[src/csfr_defines.svh]
// offsets, field positions, reset values and timing counts of the
// charger status and fault register bank; included by bare name
`ifndef CSFR_DEFINES_SVH
`define CSFR_DEFINES_SVH

// ----------------------------------------------------------------
// register offsets
// ----------------------------------------------------------------
`define CSFR_ADDR_STATUS_ONE   8'h0B
`define CSFR_ADDR_STATUS_TWO   8'h0C
`define CSFR_ADDR_FAULT        8'h0D
`define CSFR_ADDR_SHORT_CFG    8'h10

// ----------------------------------------------------------------
// field positions
// ----------------------------------------------------------------
`define CSFR_FLT_BAT_SHORT     3
`define CSFR_FLT_OT_LOW        1
`define CSFR_FLT_OT_HIGH       0
`define CSFR_CFG_TMO_MSB       7
`define CSFR_CFG_TMO_LSB       5
`define CSFR_CFG_VSEL_MSB      2
`define CSFR_CFG_VSEL_LSB      0

// ----------------------------------------------------------------
// codes and reset values
// ----------------------------------------------------------------
`define CSFR_CHG_COMPLETE      3'h4
`define CSFR_TMO_RESET         3'h4
`define CSFR_VSEL_RESET        3'h4
// serial slave address, arbitrary value
`define CSFR_DEV_ADDR          7'h14

// ----------------------------------------------------------------
// timing
// ----------------------------------------------------------------
`define CSFR_CLK_PERIOD_NS     25
`define CSFR_SECOND_NS         1000000000
`define CSFR_CYCLES_PER_SEC    (`CSFR_SECOND_NS / `CSFR_CLK_PERIOD_NS)
`define CSFR_TMO_S0            8'h01
`define CSFR_TMO_S1            8'h02
`define CSFR_TMO_S2            8'h04
`define CSFR_TMO_S3            8'h0A
`define CSFR_TMO_S4            8'h1E
`define CSFR_TMO_S5            8'h3C
`define CSFR_TMO_S6            8'h78
`define CSFR_TMO_S7            8'hB4

`endif

[src/csfr_pkg.sv]
// types of the charger status and fault register bank
// assumes nothing beyond a SystemVerilog compiler
package csfr_pkg;

   typedef enum logic [3:0] {
      I2C_IDLE,
      I2C_ADDR,
      I2C_ADDR_ACK,
      I2C_PTR,
      I2C_PTR_ACK,
      I2C_WR,
      I2C_WR_ACK,
      I2C_RD,
      I2C_RD_ACK
   } csfr_i2c_state_type;

   typedef struct packed {
      csfr_i2c_state_type st;
      logic               scl_q;
      logic               sda_q;
      logic [7:0]         shift;
      logic [3:0]         bit_cnt;
      logic [7:0]         ptr;
      logic               rw;
      logic               mack;
      logic               sda_oe_n;
      logic               input_valid_flag_q;
      logic               charge_complete_latch;
      logic               bat_short;
      logic               ot_low;
      logic               ot_high;
      logic [2:0]         tmo_sel;
      logic [2:0]         vsel;
   } csfr_regs_state_type;

   typedef struct packed {
      logic [25:0] tick_cnt;
      logic [7:0]  sec_cnt;
      logic        done;
      logic        evt;
   } csfr_timer_state_type;

endpackage

[src/csfr_regs.sv]
// charger status and fault register bank behind a two-wire serial slave
// assumes scl and sda samples are synchronous to i_clk_sys and that
// the pad resolves sda from o_sda_oe_n (low pulls the line low)
//
// Summary of operation
// - status one bits 7 and 6: overvoltage and input-valid flags, read only.
// - status one bit 5: input current limited by blocking transistor.
// - status one bit 4: charge current reduced by die temperature limit.
// - status one bit 3: charge complete, latched until supply power cycle.
// - status one bits 2:0: charger state code from the charge loop.
// - status two bits 7:5: thermistor state code.
// - status two bit 3: recharge needed, only when disabled and complete.
// - status two bits 2:0: battery level code.
// - fault bit 3 sets on a battery short, reset value zero.
// - fault bits 1 and 0: lower and higher overtemperature faults.
// - fault bits clear on write one or supply power cycle.
// - short config bits 7:5 select timeout 1 to 180 seconds.
// - short config bits 2:0 select threshold 2.0 to 2.7 volts.
// - status one at 0x0B and status two at 0x0C, readable.
// - battery short config at 0x10, readable and writable.
`timescale 1ns/1ps
`default_nettype none
`include "csfr_defines.svh"

module csfr_regs
   import csfr_pkg::*;
#(
   parameter int CYCLES_PER_SEC = `CSFR_CYCLES_PER_SEC
) (
   // clock and reset
   input  wire logic       i_clk_sys,
   input  wire logic       i_rst,
   // serial bus
   input  wire logic       i_scl,
   input  wire logic       i_sda,
   output logic            o_sda_o,
   output logic            o_sda_oe_n,
   // supply input status
   input  wire logic       i_input_overvoltage_flag,
   input  wire logic       i_input_valid_flag,
   input  wire logic       i_input_current_limited_flag,
   input  wire logic       i_thermal_limit_flag,
   // charge loop status
   input  wire logic       i_charge_end,
   input  wire logic [2:0] i_charger_state,
   input  wire logic [2:0] i_thermistor_state_code,
   input  wire logic       i_recharge_disable,
   input  wire logic       i_battery_below_recharge,
   input  wire logic [2:0] i_battery_level,
   // fault events
   input  wire logic       i_battery_below_short,
   input  wire logic       i_overtemp_low_event,
   input  wire logic       i_overtemp_high_event,
   // configuration and fault outputs
   output logic [2:0]      o_short_voltage_select,
   output logic [2:0]      o_short_timeout_select,
   output logic [7:0]      o_fault_flags
);

   csfr_regs_state_type state_ff;
   csfr_regs_state_type nxt_state;

   logic short_evt;
   logic scl_rise;
   logic scl_fall;
   logic bus_start;
   logic bus_stop;
   logic power_cycle;
   logic wr_en;
   logic [7:0] wr_data;
   logic [7:0] wr_addr;

   // ----------------------------------------------------------------
   // battery short timing
   // ----------------------------------------------------------------
   csfr_short_timer #(
      .CYCLES_PER_SEC (CYCLES_PER_SEC)
   ) u_short_timer (
      .i_clk_sys        (i_clk_sys),
      .i_rst            (i_rst),
      .i_below_short    (i_battery_below_short),
      .i_timeout_select (state_ff.tmo_sel),
      .o_short_detected (short_evt)
   );

   // ----------------------------------------------------------------
   // register read decode
   // ----------------------------------------------------------------
   function automatic logic [7:0] reg_read(input logic [7:0] a);
      logic rch;
      rch = 1'b0;
      reg_read = 8'h00;
      rch = i_recharge_disable && i_battery_below_recharge &&
            (i_charger_state == `CSFR_CHG_COMPLETE);
      case (a)
         `CSFR_ADDR_STATUS_ONE: begin
            reg_read = {i_input_overvoltage_flag,
                        i_input_valid_flag,
                        i_input_current_limited_flag,
                        i_thermal_limit_flag,
                        state_ff.charge_complete_latch,
                        i_charger_state};
         end
         `CSFR_ADDR_STATUS_TWO: begin
            reg_read = {i_thermistor_state_code,
                        1'b0,
                        rch,
                        i_battery_level};
         end
         `CSFR_ADDR_FAULT: begin
            reg_read = {4'h0, state_ff.bat_short, 1'b0,
                        state_ff.ot_low, state_ff.ot_high};
         end
         `CSFR_ADDR_SHORT_CFG: begin
            reg_read = {state_ff.tmo_sel, 2'b00, state_ff.vsel};
         end
         default: begin
            reg_read = 8'h00;
         end
      endcase
   endfunction

   // ----------------------------------------------------------------
   // bus conditions
   // ----------------------------------------------------------------
   assign scl_rise    = i_scl && !state_ff.scl_q;
   assign scl_fall    = !i_scl && state_ff.scl_q;
   assign bus_start   = i_scl && state_ff.scl_q && state_ff.sda_q && !i_sda;
   assign bus_stop    = i_scl && state_ff.scl_q && !state_ff.sda_q && i_sda;
   assign power_cycle = state_ff.input_valid_flag_q && !i_input_valid_flag;

   // ----------------------------------------------------------------
   // next state
   // ----------------------------------------------------------------
   always_comb begin
      nxt_state          = state_ff;
      nxt_state.scl_q    = i_scl;
      nxt_state.sda_q    = i_sda;
      nxt_state.input_valid_flag_q = i_input_valid_flag;
      wr_en              = 1'b0;
      wr_data            = state_ff.shift;
      wr_addr            = state_ff.ptr;

      if (bus_stop) begin
         nxt_state.st       = I2C_IDLE;
         nxt_state.sda_oe_n = 1'b1;
      end else if (bus_start) begin
         nxt_state.st       = I2C_ADDR;
         nxt_state.bit_cnt  = 4'h0;
         nxt_state.sda_oe_n = 1'b1;
      end else begin
         case (state_ff.st)
            I2C_IDLE: begin
               nxt_state.sda_oe_n = 1'b1;
            end
            I2C_ADDR, I2C_PTR, I2C_WR: begin
               if (scl_rise && state_ff.bit_cnt != 4'h8) begin
                  nxt_state.shift   = {state_ff.shift[6:0], i_sda};
                  nxt_state.bit_cnt = state_ff.bit_cnt + 4'h1;
               end else if (scl_fall && state_ff.bit_cnt == 4'h8) begin
                  nxt_state.sda_oe_n = 1'b0;
                  if (state_ff.st == I2C_ADDR) begin
                     if (state_ff.shift[7:1] == `CSFR_DEV_ADDR) begin
                        nxt_state.rw = state_ff.shift[0];
                        nxt_state.st = I2C_ADDR_ACK;
                     end else begin
                        nxt_state.sda_oe_n = 1'b1;
                        nxt_state.st       = I2C_IDLE;
                     end
                  end else if (state_ff.st == I2C_PTR) begin
                     nxt_state.ptr = state_ff.shift;
                     nxt_state.st  = I2C_PTR_ACK;
                  end else begin
                     wr_en         = 1'b1;
                     nxt_state.ptr = state_ff.ptr + 8'h01;
                     nxt_state.st  = I2C_WR_ACK;
                  end
               end
            end
            I2C_ADDR_ACK, I2C_PTR_ACK, I2C_WR_ACK: begin
               if (scl_fall) begin
                  nxt_state.bit_cnt = 4'h0;
                  if (state_ff.st == I2C_ADDR_ACK && state_ff.rw) begin
                     nxt_state.shift    = reg_read(state_ff.ptr);
                     nxt_state.sda_oe_n = reg_read(state_ff.ptr) >= 8'h80;
                     nxt_state.ptr      = state_ff.ptr + 8'h01;
                     nxt_state.st       = I2C_RD;
                  end else begin
                     nxt_state.sda_oe_n = 1'b1;
                     nxt_state.st = (state_ff.st == I2C_ADDR_ACK) ?
                                    I2C_PTR : I2C_WR;
                  end
               end
            end
            I2C_RD: begin
               if (scl_fall) begin
                  nxt_state.bit_cnt = state_ff.bit_cnt + 4'h1;
                  if (state_ff.bit_cnt == 4'h7) begin
                     nxt_state.sda_oe_n = 1'b1;
                     nxt_state.st       = I2C_RD_ACK;
                  end else begin
                     nxt_state.shift    = {state_ff.shift[6:0], 1'b0};
                     nxt_state.sda_oe_n = state_ff.shift[6];
                  end
               end
            end
            I2C_RD_ACK: begin
               if (scl_rise) begin
                  nxt_state.mack = !i_sda;
               end else if (scl_fall) begin
                  if (state_ff.mack) begin
                     nxt_state.bit_cnt  = 4'h0;
                     nxt_state.shift    = reg_read(state_ff.ptr);
                     nxt_state.sda_oe_n = reg_read(state_ff.ptr) >= 8'h80;
                     nxt_state.ptr      = state_ff.ptr + 8'h01;
                     nxt_state.st       = I2C_RD;
                  end else begin
                     nxt_state.st = I2C_IDLE;
                  end
               end
            end
            default: begin
               nxt_state.st       = I2C_IDLE;
               nxt_state.sda_oe_n = 1'b1;
            end
         endcase
      end

      // charge complete latch: set wins over power cycle clear
      if (power_cycle) begin
         nxt_state.charge_complete_latch = 1'b0;
      end
      if (i_charge_end) begin
         nxt_state.charge_complete_latch = 1'b1;
      end

      // fault clears, then sets so a same-cycle event is kept
      if (power_cycle) begin
         nxt_state.bat_short = 1'b0;
         nxt_state.ot_low    = 1'b0;
         nxt_state.ot_high   = 1'b0;
      end
      if (wr_en && wr_addr == `CSFR_ADDR_FAULT) begin
         if (wr_data[`CSFR_FLT_BAT_SHORT]) begin
            nxt_state.bat_short = 1'b0;
         end
         if (wr_data[`CSFR_FLT_OT_LOW]) begin
            nxt_state.ot_low = 1'b0;
         end
         if (wr_data[`CSFR_FLT_OT_HIGH]) begin
            nxt_state.ot_high = 1'b0;
         end
      end
      if (short_evt) begin
         nxt_state.bat_short = 1'b1;
      end
      if (i_overtemp_low_event) begin
         nxt_state.ot_low = 1'b1;
      end
      if (i_overtemp_high_event) begin
         nxt_state.ot_high = 1'b1;
      end

      // only the config register stores data; fault bits clear on write one, others ignore writes
      if (wr_en && wr_addr == `CSFR_ADDR_SHORT_CFG) begin
         nxt_state.tmo_sel = wr_data[`CSFR_CFG_TMO_MSB:`CSFR_CFG_TMO_LSB];
         nxt_state.vsel = wr_data[`CSFR_CFG_VSEL_MSB:`CSFR_CFG_VSEL_LSB];
      end
   end

   // ----------------------------------------------------------------
   // state register
   // ----------------------------------------------------------------
   always_ff @(posedge i_clk_sys or posedge i_rst) begin
      if (i_rst) begin
         state_ff          <= '0;
         state_ff.st       <= I2C_IDLE;
         state_ff.scl_q    <= 1'b1;
         state_ff.sda_q    <= 1'b1;
         state_ff.sda_oe_n <= 1'b1;
         state_ff.tmo_sel  <= `CSFR_TMO_RESET;
         state_ff.vsel     <= `CSFR_VSEL_RESET;
      end else begin
         state_ff <= nxt_state;
      end
   end

   // ----------------------------------------------------------------
   // outputs
   // ----------------------------------------------------------------
   assign o_sda_o                = 1'b0;
   assign o_sda_oe_n             = state_ff.sda_oe_n;
   assign o_short_voltage_select = state_ff.vsel;
   assign o_short_timeout_select = state_ff.tmo_sel;
   assign o_fault_flags = {4'h0, state_ff.bat_short, 1'b0,
                           state_ff.ot_low, state_ff.ot_high};

endmodule // csfr_regs

`default_nettype wire

[src/csfr_short_timer.sv]
// battery short timeout timer: counts whole seconds while the battery
// sits below the short threshold and pulses once when time is up
// assumes the comparator input is synchronous to i_clk_sys
`timescale 1ns/1ps
`default_nettype none
`include "csfr_defines.svh"

module csfr_short_timer
   import csfr_pkg::*;
#(
   parameter int CYCLES_PER_SEC = `CSFR_CYCLES_PER_SEC
) (
   // clock and reset
   input  wire logic       i_clk_sys,
   input  wire logic       i_rst,
   // control
   input  wire logic       i_below_short,
   input  wire logic [2:0] i_timeout_select,
   // event
   output logic            o_short_detected
);

   localparam logic [25:0] TICK_LAST = 26'(CYCLES_PER_SEC - 1);

   csfr_timer_state_type state_ff;
   csfr_timer_state_type nxt_state;

   function automatic logic [7:0] timeout_secs(input logic [2:0] sel);
      case (sel)
         3'h0:    timeout_secs = `CSFR_TMO_S0;
         3'h1:    timeout_secs = `CSFR_TMO_S1;
         3'h2:    timeout_secs = `CSFR_TMO_S2;
         3'h3:    timeout_secs = `CSFR_TMO_S3;
         3'h4:    timeout_secs = `CSFR_TMO_S4;
         3'h5:    timeout_secs = `CSFR_TMO_S5;
         3'h6:    timeout_secs = `CSFR_TMO_S6;
         default: timeout_secs = `CSFR_TMO_S7;
      endcase
   endfunction

   always_comb begin
      nxt_state     = state_ff;
      nxt_state.evt = 1'b0;
      if (!i_below_short) begin
         nxt_state.tick_cnt = 26'h0;
         nxt_state.sec_cnt  = 8'h00;
         nxt_state.done     = 1'b0;
      end else if (!state_ff.done) begin
         if (state_ff.tick_cnt == TICK_LAST) begin
            nxt_state.tick_cnt = 26'h0;
            nxt_state.sec_cnt  = state_ff.sec_cnt + 8'h01;
            if ((state_ff.sec_cnt + 8'h01) >=
                timeout_secs(i_timeout_select)) begin
               nxt_state.evt  = 1'b1;
               nxt_state.done = 1'b1;
            end
         end else begin
            nxt_state.tick_cnt = state_ff.tick_cnt + 26'h1;
         end
      end
   end

   always_ff @(posedge i_clk_sys or posedge i_rst) begin
      if (i_rst) begin
         state_ff <= '0;
      end else begin
         state_ff <= nxt_state;
      end
   end

   assign o_short_detected = state_ff.evt;

endmodule // csfr_short_timer

`default_nettype wire

[config.mk]
export PLATFORM = sky130hd
export DESIGN_NAME = csfr_regs
export DESIGN_NICKNAME = d
export VERILOG_FILES = /design/src/csfr_pkg.sv /design/src/csfr_regs.sv /design/src/csfr_short_timer.sv
export VERILOG_INCLUDE_DIRS = /design/src
export SDC_FILE = /design/constraint.sdc
export NUM_CORES = 1
export LEC_CHECK = 0
export ABC_CLOCK_PERIOD_IN_PS = 3250
export BUFFER_PORTS_ARGS = -buffer_cell sky130_fd_sc_hd__buf_2
export CAP_MARGIN = 10
export CORE_MARGIN = 3
export CORE_UTILIZATION = 30
export DETAILED_ROUTE_END_ITERATION = 10
export PLACE_DENSITY = 0.47
export SLEW_MARGIN = 20
export SYNTH_ARGS = -nofsm -noshare
export SYNTH_HDL_FRONTEND = slang
export SYNTH_SLANG_ARGS = --single-unit
[constraint.sdc]
create_clock -name i_clk_sys -period 3.25 [get_ports i_clk_sys]
set_input_delay 0.4875 -clock i_clk_sys [delete_from_list [all_inputs] [get_ports i_clk_sys]]
set_output_delay 0.4875 -clock i_clk_sys [all_outputs]
set_load 0.005 [all_outputs]
==> summary.md <==
| Metric | Value |
|---|---|
| CP max stage delay | roughly 0.5 ns |
| Final Hold Fails | 0 |
| Worst-path clk slew | ~0.06 ns |
| CP top delay family | simple AND/OR/NAND/NOR gates |
| Ys flop type | dfrtp_1 |
| Clock Latency Late Sink | ~0.34 ns |
| Number of flops mapped to enable cells by yosys | 0 |
| Post-DRT Antenna Nets | 0 |
| Hpwl dp | 9870 um |
| CTS root buf | clkbuf_16 |
| Final setup viols | 0 |
| Worst-path maximum fanout | 4 |
| Hold_ws | around 0.23 ns |
| Post-Syn Instances | 580 |
| Final Cell Area | 5590 um2 |
| Post-DR vias/cell | approximately 5.4 |
| Number of CTS-inserted buffers | 9 |
| CTS HTree Levels | 3 |
| CP required | about 3.5 ns |
| Crit path cell chain | ha_1, and3_1, nand3_1, xnor2_1, ha_1, or4_1, a221oi_1, a211o_1, o21ai_0 |
| Placed Area | roughly 5300 um2 |
| Port Buf Inserts | 32 |
| Post-Synth Simple-Gate Area | between 20% and 30% |
| Ys Warns | 0 |
| Initial Util | 31.1% |
| Worst path slowest cell | or4_1 |
| Post-synthesis mux area share | around 5.0% |
| Most common cell in the netlist | dfrtp_1 |
| Most Frequent Cell on Critical Path | ha_1 |
| Total negative slack | 0 ns |
| Syn Area/Cell | just under 9 um2 |
| WP buf/inv | 0 |
| GP Congestion | 0.833 |
| Worst rel slew slack | between 40% and 50% |
| Vias in the first global route | between 4000 and 5000 |
| First-pass GRT wire length | 22200 um |
| Final net count | roughly 630 |
| Area leader, netlist | dfrtp_1 |
| Area share of the largest cell type after synthesis | between 30% and 40% |
| WL final | between 10000 and 15000 um |
| Die outline width | approximately 140 um |
| Skew final | ~0.0054 ns |
| Post-synth top cells | dfrtp_1 (71), nand2_1 (57), o21ai_0 (51), nand3_1 (36), nor2_1 (34) |
| Synth Area in XOR/XNOR | between 3 and 4% |
| Vias | between 4000 and 5000 |
| Die area | about 18000 um2 |
| Total setup buffers inserted after CTS | 0 |
| Max-cap violations | 0 |
| Distinct cells, synth | 62 |
| Largest family of logic cells by synthesized area | simple AND/OR/NAND/NOR gates |
| Total GRT Usage | between 10% and 20% |
| Crit start category | register |
| DRC | 0 |
| Max Fclk | a little over 400 MHz |
| Seq cells post-synth | 76 |
| Period utilisation layout | about three quarters |
| Worst Tran Pin Value | between 0.7 and 0.8 ns |
| Share of layout cells above drive strength 1 | ~15% |
| Synth top area cells | dfrtp_1 (35%), o21ai_0 (5.1%), nand2_1 (4.3%), mux2_2 (3.8%), ha_1 (3.7%) |
| CP Capture Type | register |
| Worst hold path class | in2async |
| Grt total ovfl | 0 |
| Antenna diodes | 0 |
| Pwr Density | just over 400 nW/um2 |
| Synth Area in Adders | approximately 3.7% |
| Largest net degree at the start of global routing | 39 |
| CP Class | reg2reg |
| IO Pins | 39 |
| Leakage | 2.39 nW |
| Fin crit period | 2.49 ns |
| Status | completed |
| Post-cts sizing count | 0 |
| Sink Count | 76 |
| Maximum vdd drop | about 0.24 mV |
| RSZ-0062 raised after global routing | false |
| Wire length per cell | 16.5 um |
| Cts hold-fix bufs | 0 |
| Seq/Total Area, Yosys | between 30% and 40% |
| Area Overhead vs Synth | 11.1% |
| Synthesized area | ~5000 um2 |
| FP Rows | 46 |
| Initial antenna violation count | 0 |
| CTS tree | built |
| 1st-pass router iterations | 5 |
| Clock Path Buffers | 2 |
| 1st-iter DRT viols | roughly 350 |
| Complex-gate fraction of the synthesized area | 19.4% |
| Die Y | 136 um |
| Slew Viols, Final | 0 |
| CORE AREA | between 15000 and 20000 um2 |
| Worst EP arrival | about 2.7 ns |
| Async SR Flop Fraction | 100% |
==> report_power, final <==
group / switching, W / leakage [nW] / internal [W]
Clock: 0.000399 / 0.139 / 0.000591
Sequential: 0.0000601 / 1.01 / 0.000992
Combinational: 0.000137 / 1.25 / 0.0000906
Total: 0.000596 / 2.39 / 0.00167
==> cells in the final DEF, fill, tap and decap left out, types with 3 or more instances in the layout <==
| cell type | count |
|---|---|
| a31oi_1 | 14 |
| and4_1 | 4 |
| a32o_1 | 5 |
| nand3b_1 | 6 |
| buf_2 | 32 |
| or2_2 | 3 |
| nor4_1 | 5 |
| nor3_1 | 17 |
| nor2_1 | 34 |
| a21boi_0 | 3 |
| xnor2_1 | 10 |
| o21ai_0 | 51 |
| clkinv_2 | 4 |
| clkbuf_16 | 9 |
| inv_1 | 14 |
| xor2_1 | 10 |
| and2_1 | 12 |
| nor2b_1 | 10 |
| a31o_2 | 3 |
| nand3_1 | 36 |
| dfstp_2 | 5 |
| nand4_1 | 14 |
| and3_1 | 10 |
| buf_4 | 8 |
| mux2i_1 | 6 |
| o211ai_1 | 7 |
| conb_1 | 6 |
| dfrtp_1 | 71 |
| nand4b_1 | 3 |
| a21oi_1 | 31 |
| nand2_1 | 57 |
| o21ai_1 | 8 |
| a22o_1 | 5 |
| nand2b_1 | 10 |
| a21o_1 | 3 |
| mux2_2 | 17 |
| a222oi_1 | 4 |
| ha_1 | 15 |
| o21a_1 | 3 |
==> area by class of cell <==
cell class	count	area, um2
clock inverters	5	52.6
fillers	1698	10600
inverters	15	57.6
flip-flops and latches	76	1910
clock buffers	11	233
well taps	216	270
repair buffers	40	220
multi-input cells	451	2850
==> path summary, 6_finish.rpt <==
path / start / to / slack, ns / depth (start not counted)
hold reg to reg: u_short_timer.o_short_detected / o_fault_flags[3] / 0.44 / 1
setup reg to reg: u_short_timer.state_ff[2] / u_short_timer.state_ff[1] / 0.76 / 9
hold / removal: i_rst / state_ff[12] / 0.23 / 2
setup / recovery: u_short_timer.state_ff[2] / u_short_timer.state_ff[1] / 0.76 / 9
max in group asynchronous: i_rst / u_short_timer.state_ff[31] / 2.28 / 3
min in group i_clk_sys: i_sda / state_ff[34] / 0.31 / 1
==> through the flow <==
step | power (W) | util [%] | instances | worst slack [ns]
6_report | 0.00227 | 34.6 | 814 | 0.763
5_1_grt | 0.00239 | 34.6 | 814 | 0.466
4_1_cts | 0.00232 | 34.6 | 814 | 0.741
3_5_place_dp | 0.00130 | 32.8 | 798 | 0.751
3_3_place_gp | 0.00128 | 32.8 | 798 | 0.749
2_1_floorplan | 0.00121 | - | 585 | 0.832
==> metal layers <==
metal | track usage, % | wire (um) | vias to the layer above
li1 | - | - | 2122
met1 | 20.2 | 6230 | 2170
met2 | 24.7 | 6570 | 76
met3 | 3.75 | 490 | 11
met4 | 3.42 | 151 | 0
met5 | 0 | 0 | -
==> state kept, by name (all words and copies together) (netlist names) <==
register	flops
wr_addr	8
o_short_timeout_select	3
wr_data	8
state_ff	14
u_short_timer.o_short_detected	1
o_sda_oe_n	1
o_fault_flags	3
o_short_voltage_select	3
u_short_timer.state_ff	35
==> logic make-up after synthesis <==
kind of cell	count (synthesis)
mux	23
buf+inv	58
other cells	1
fa+ha+maj	15
simple gates	234
xor+xnor	20
flops	76
compound gates	153
(Power assumes the default switching activity.)
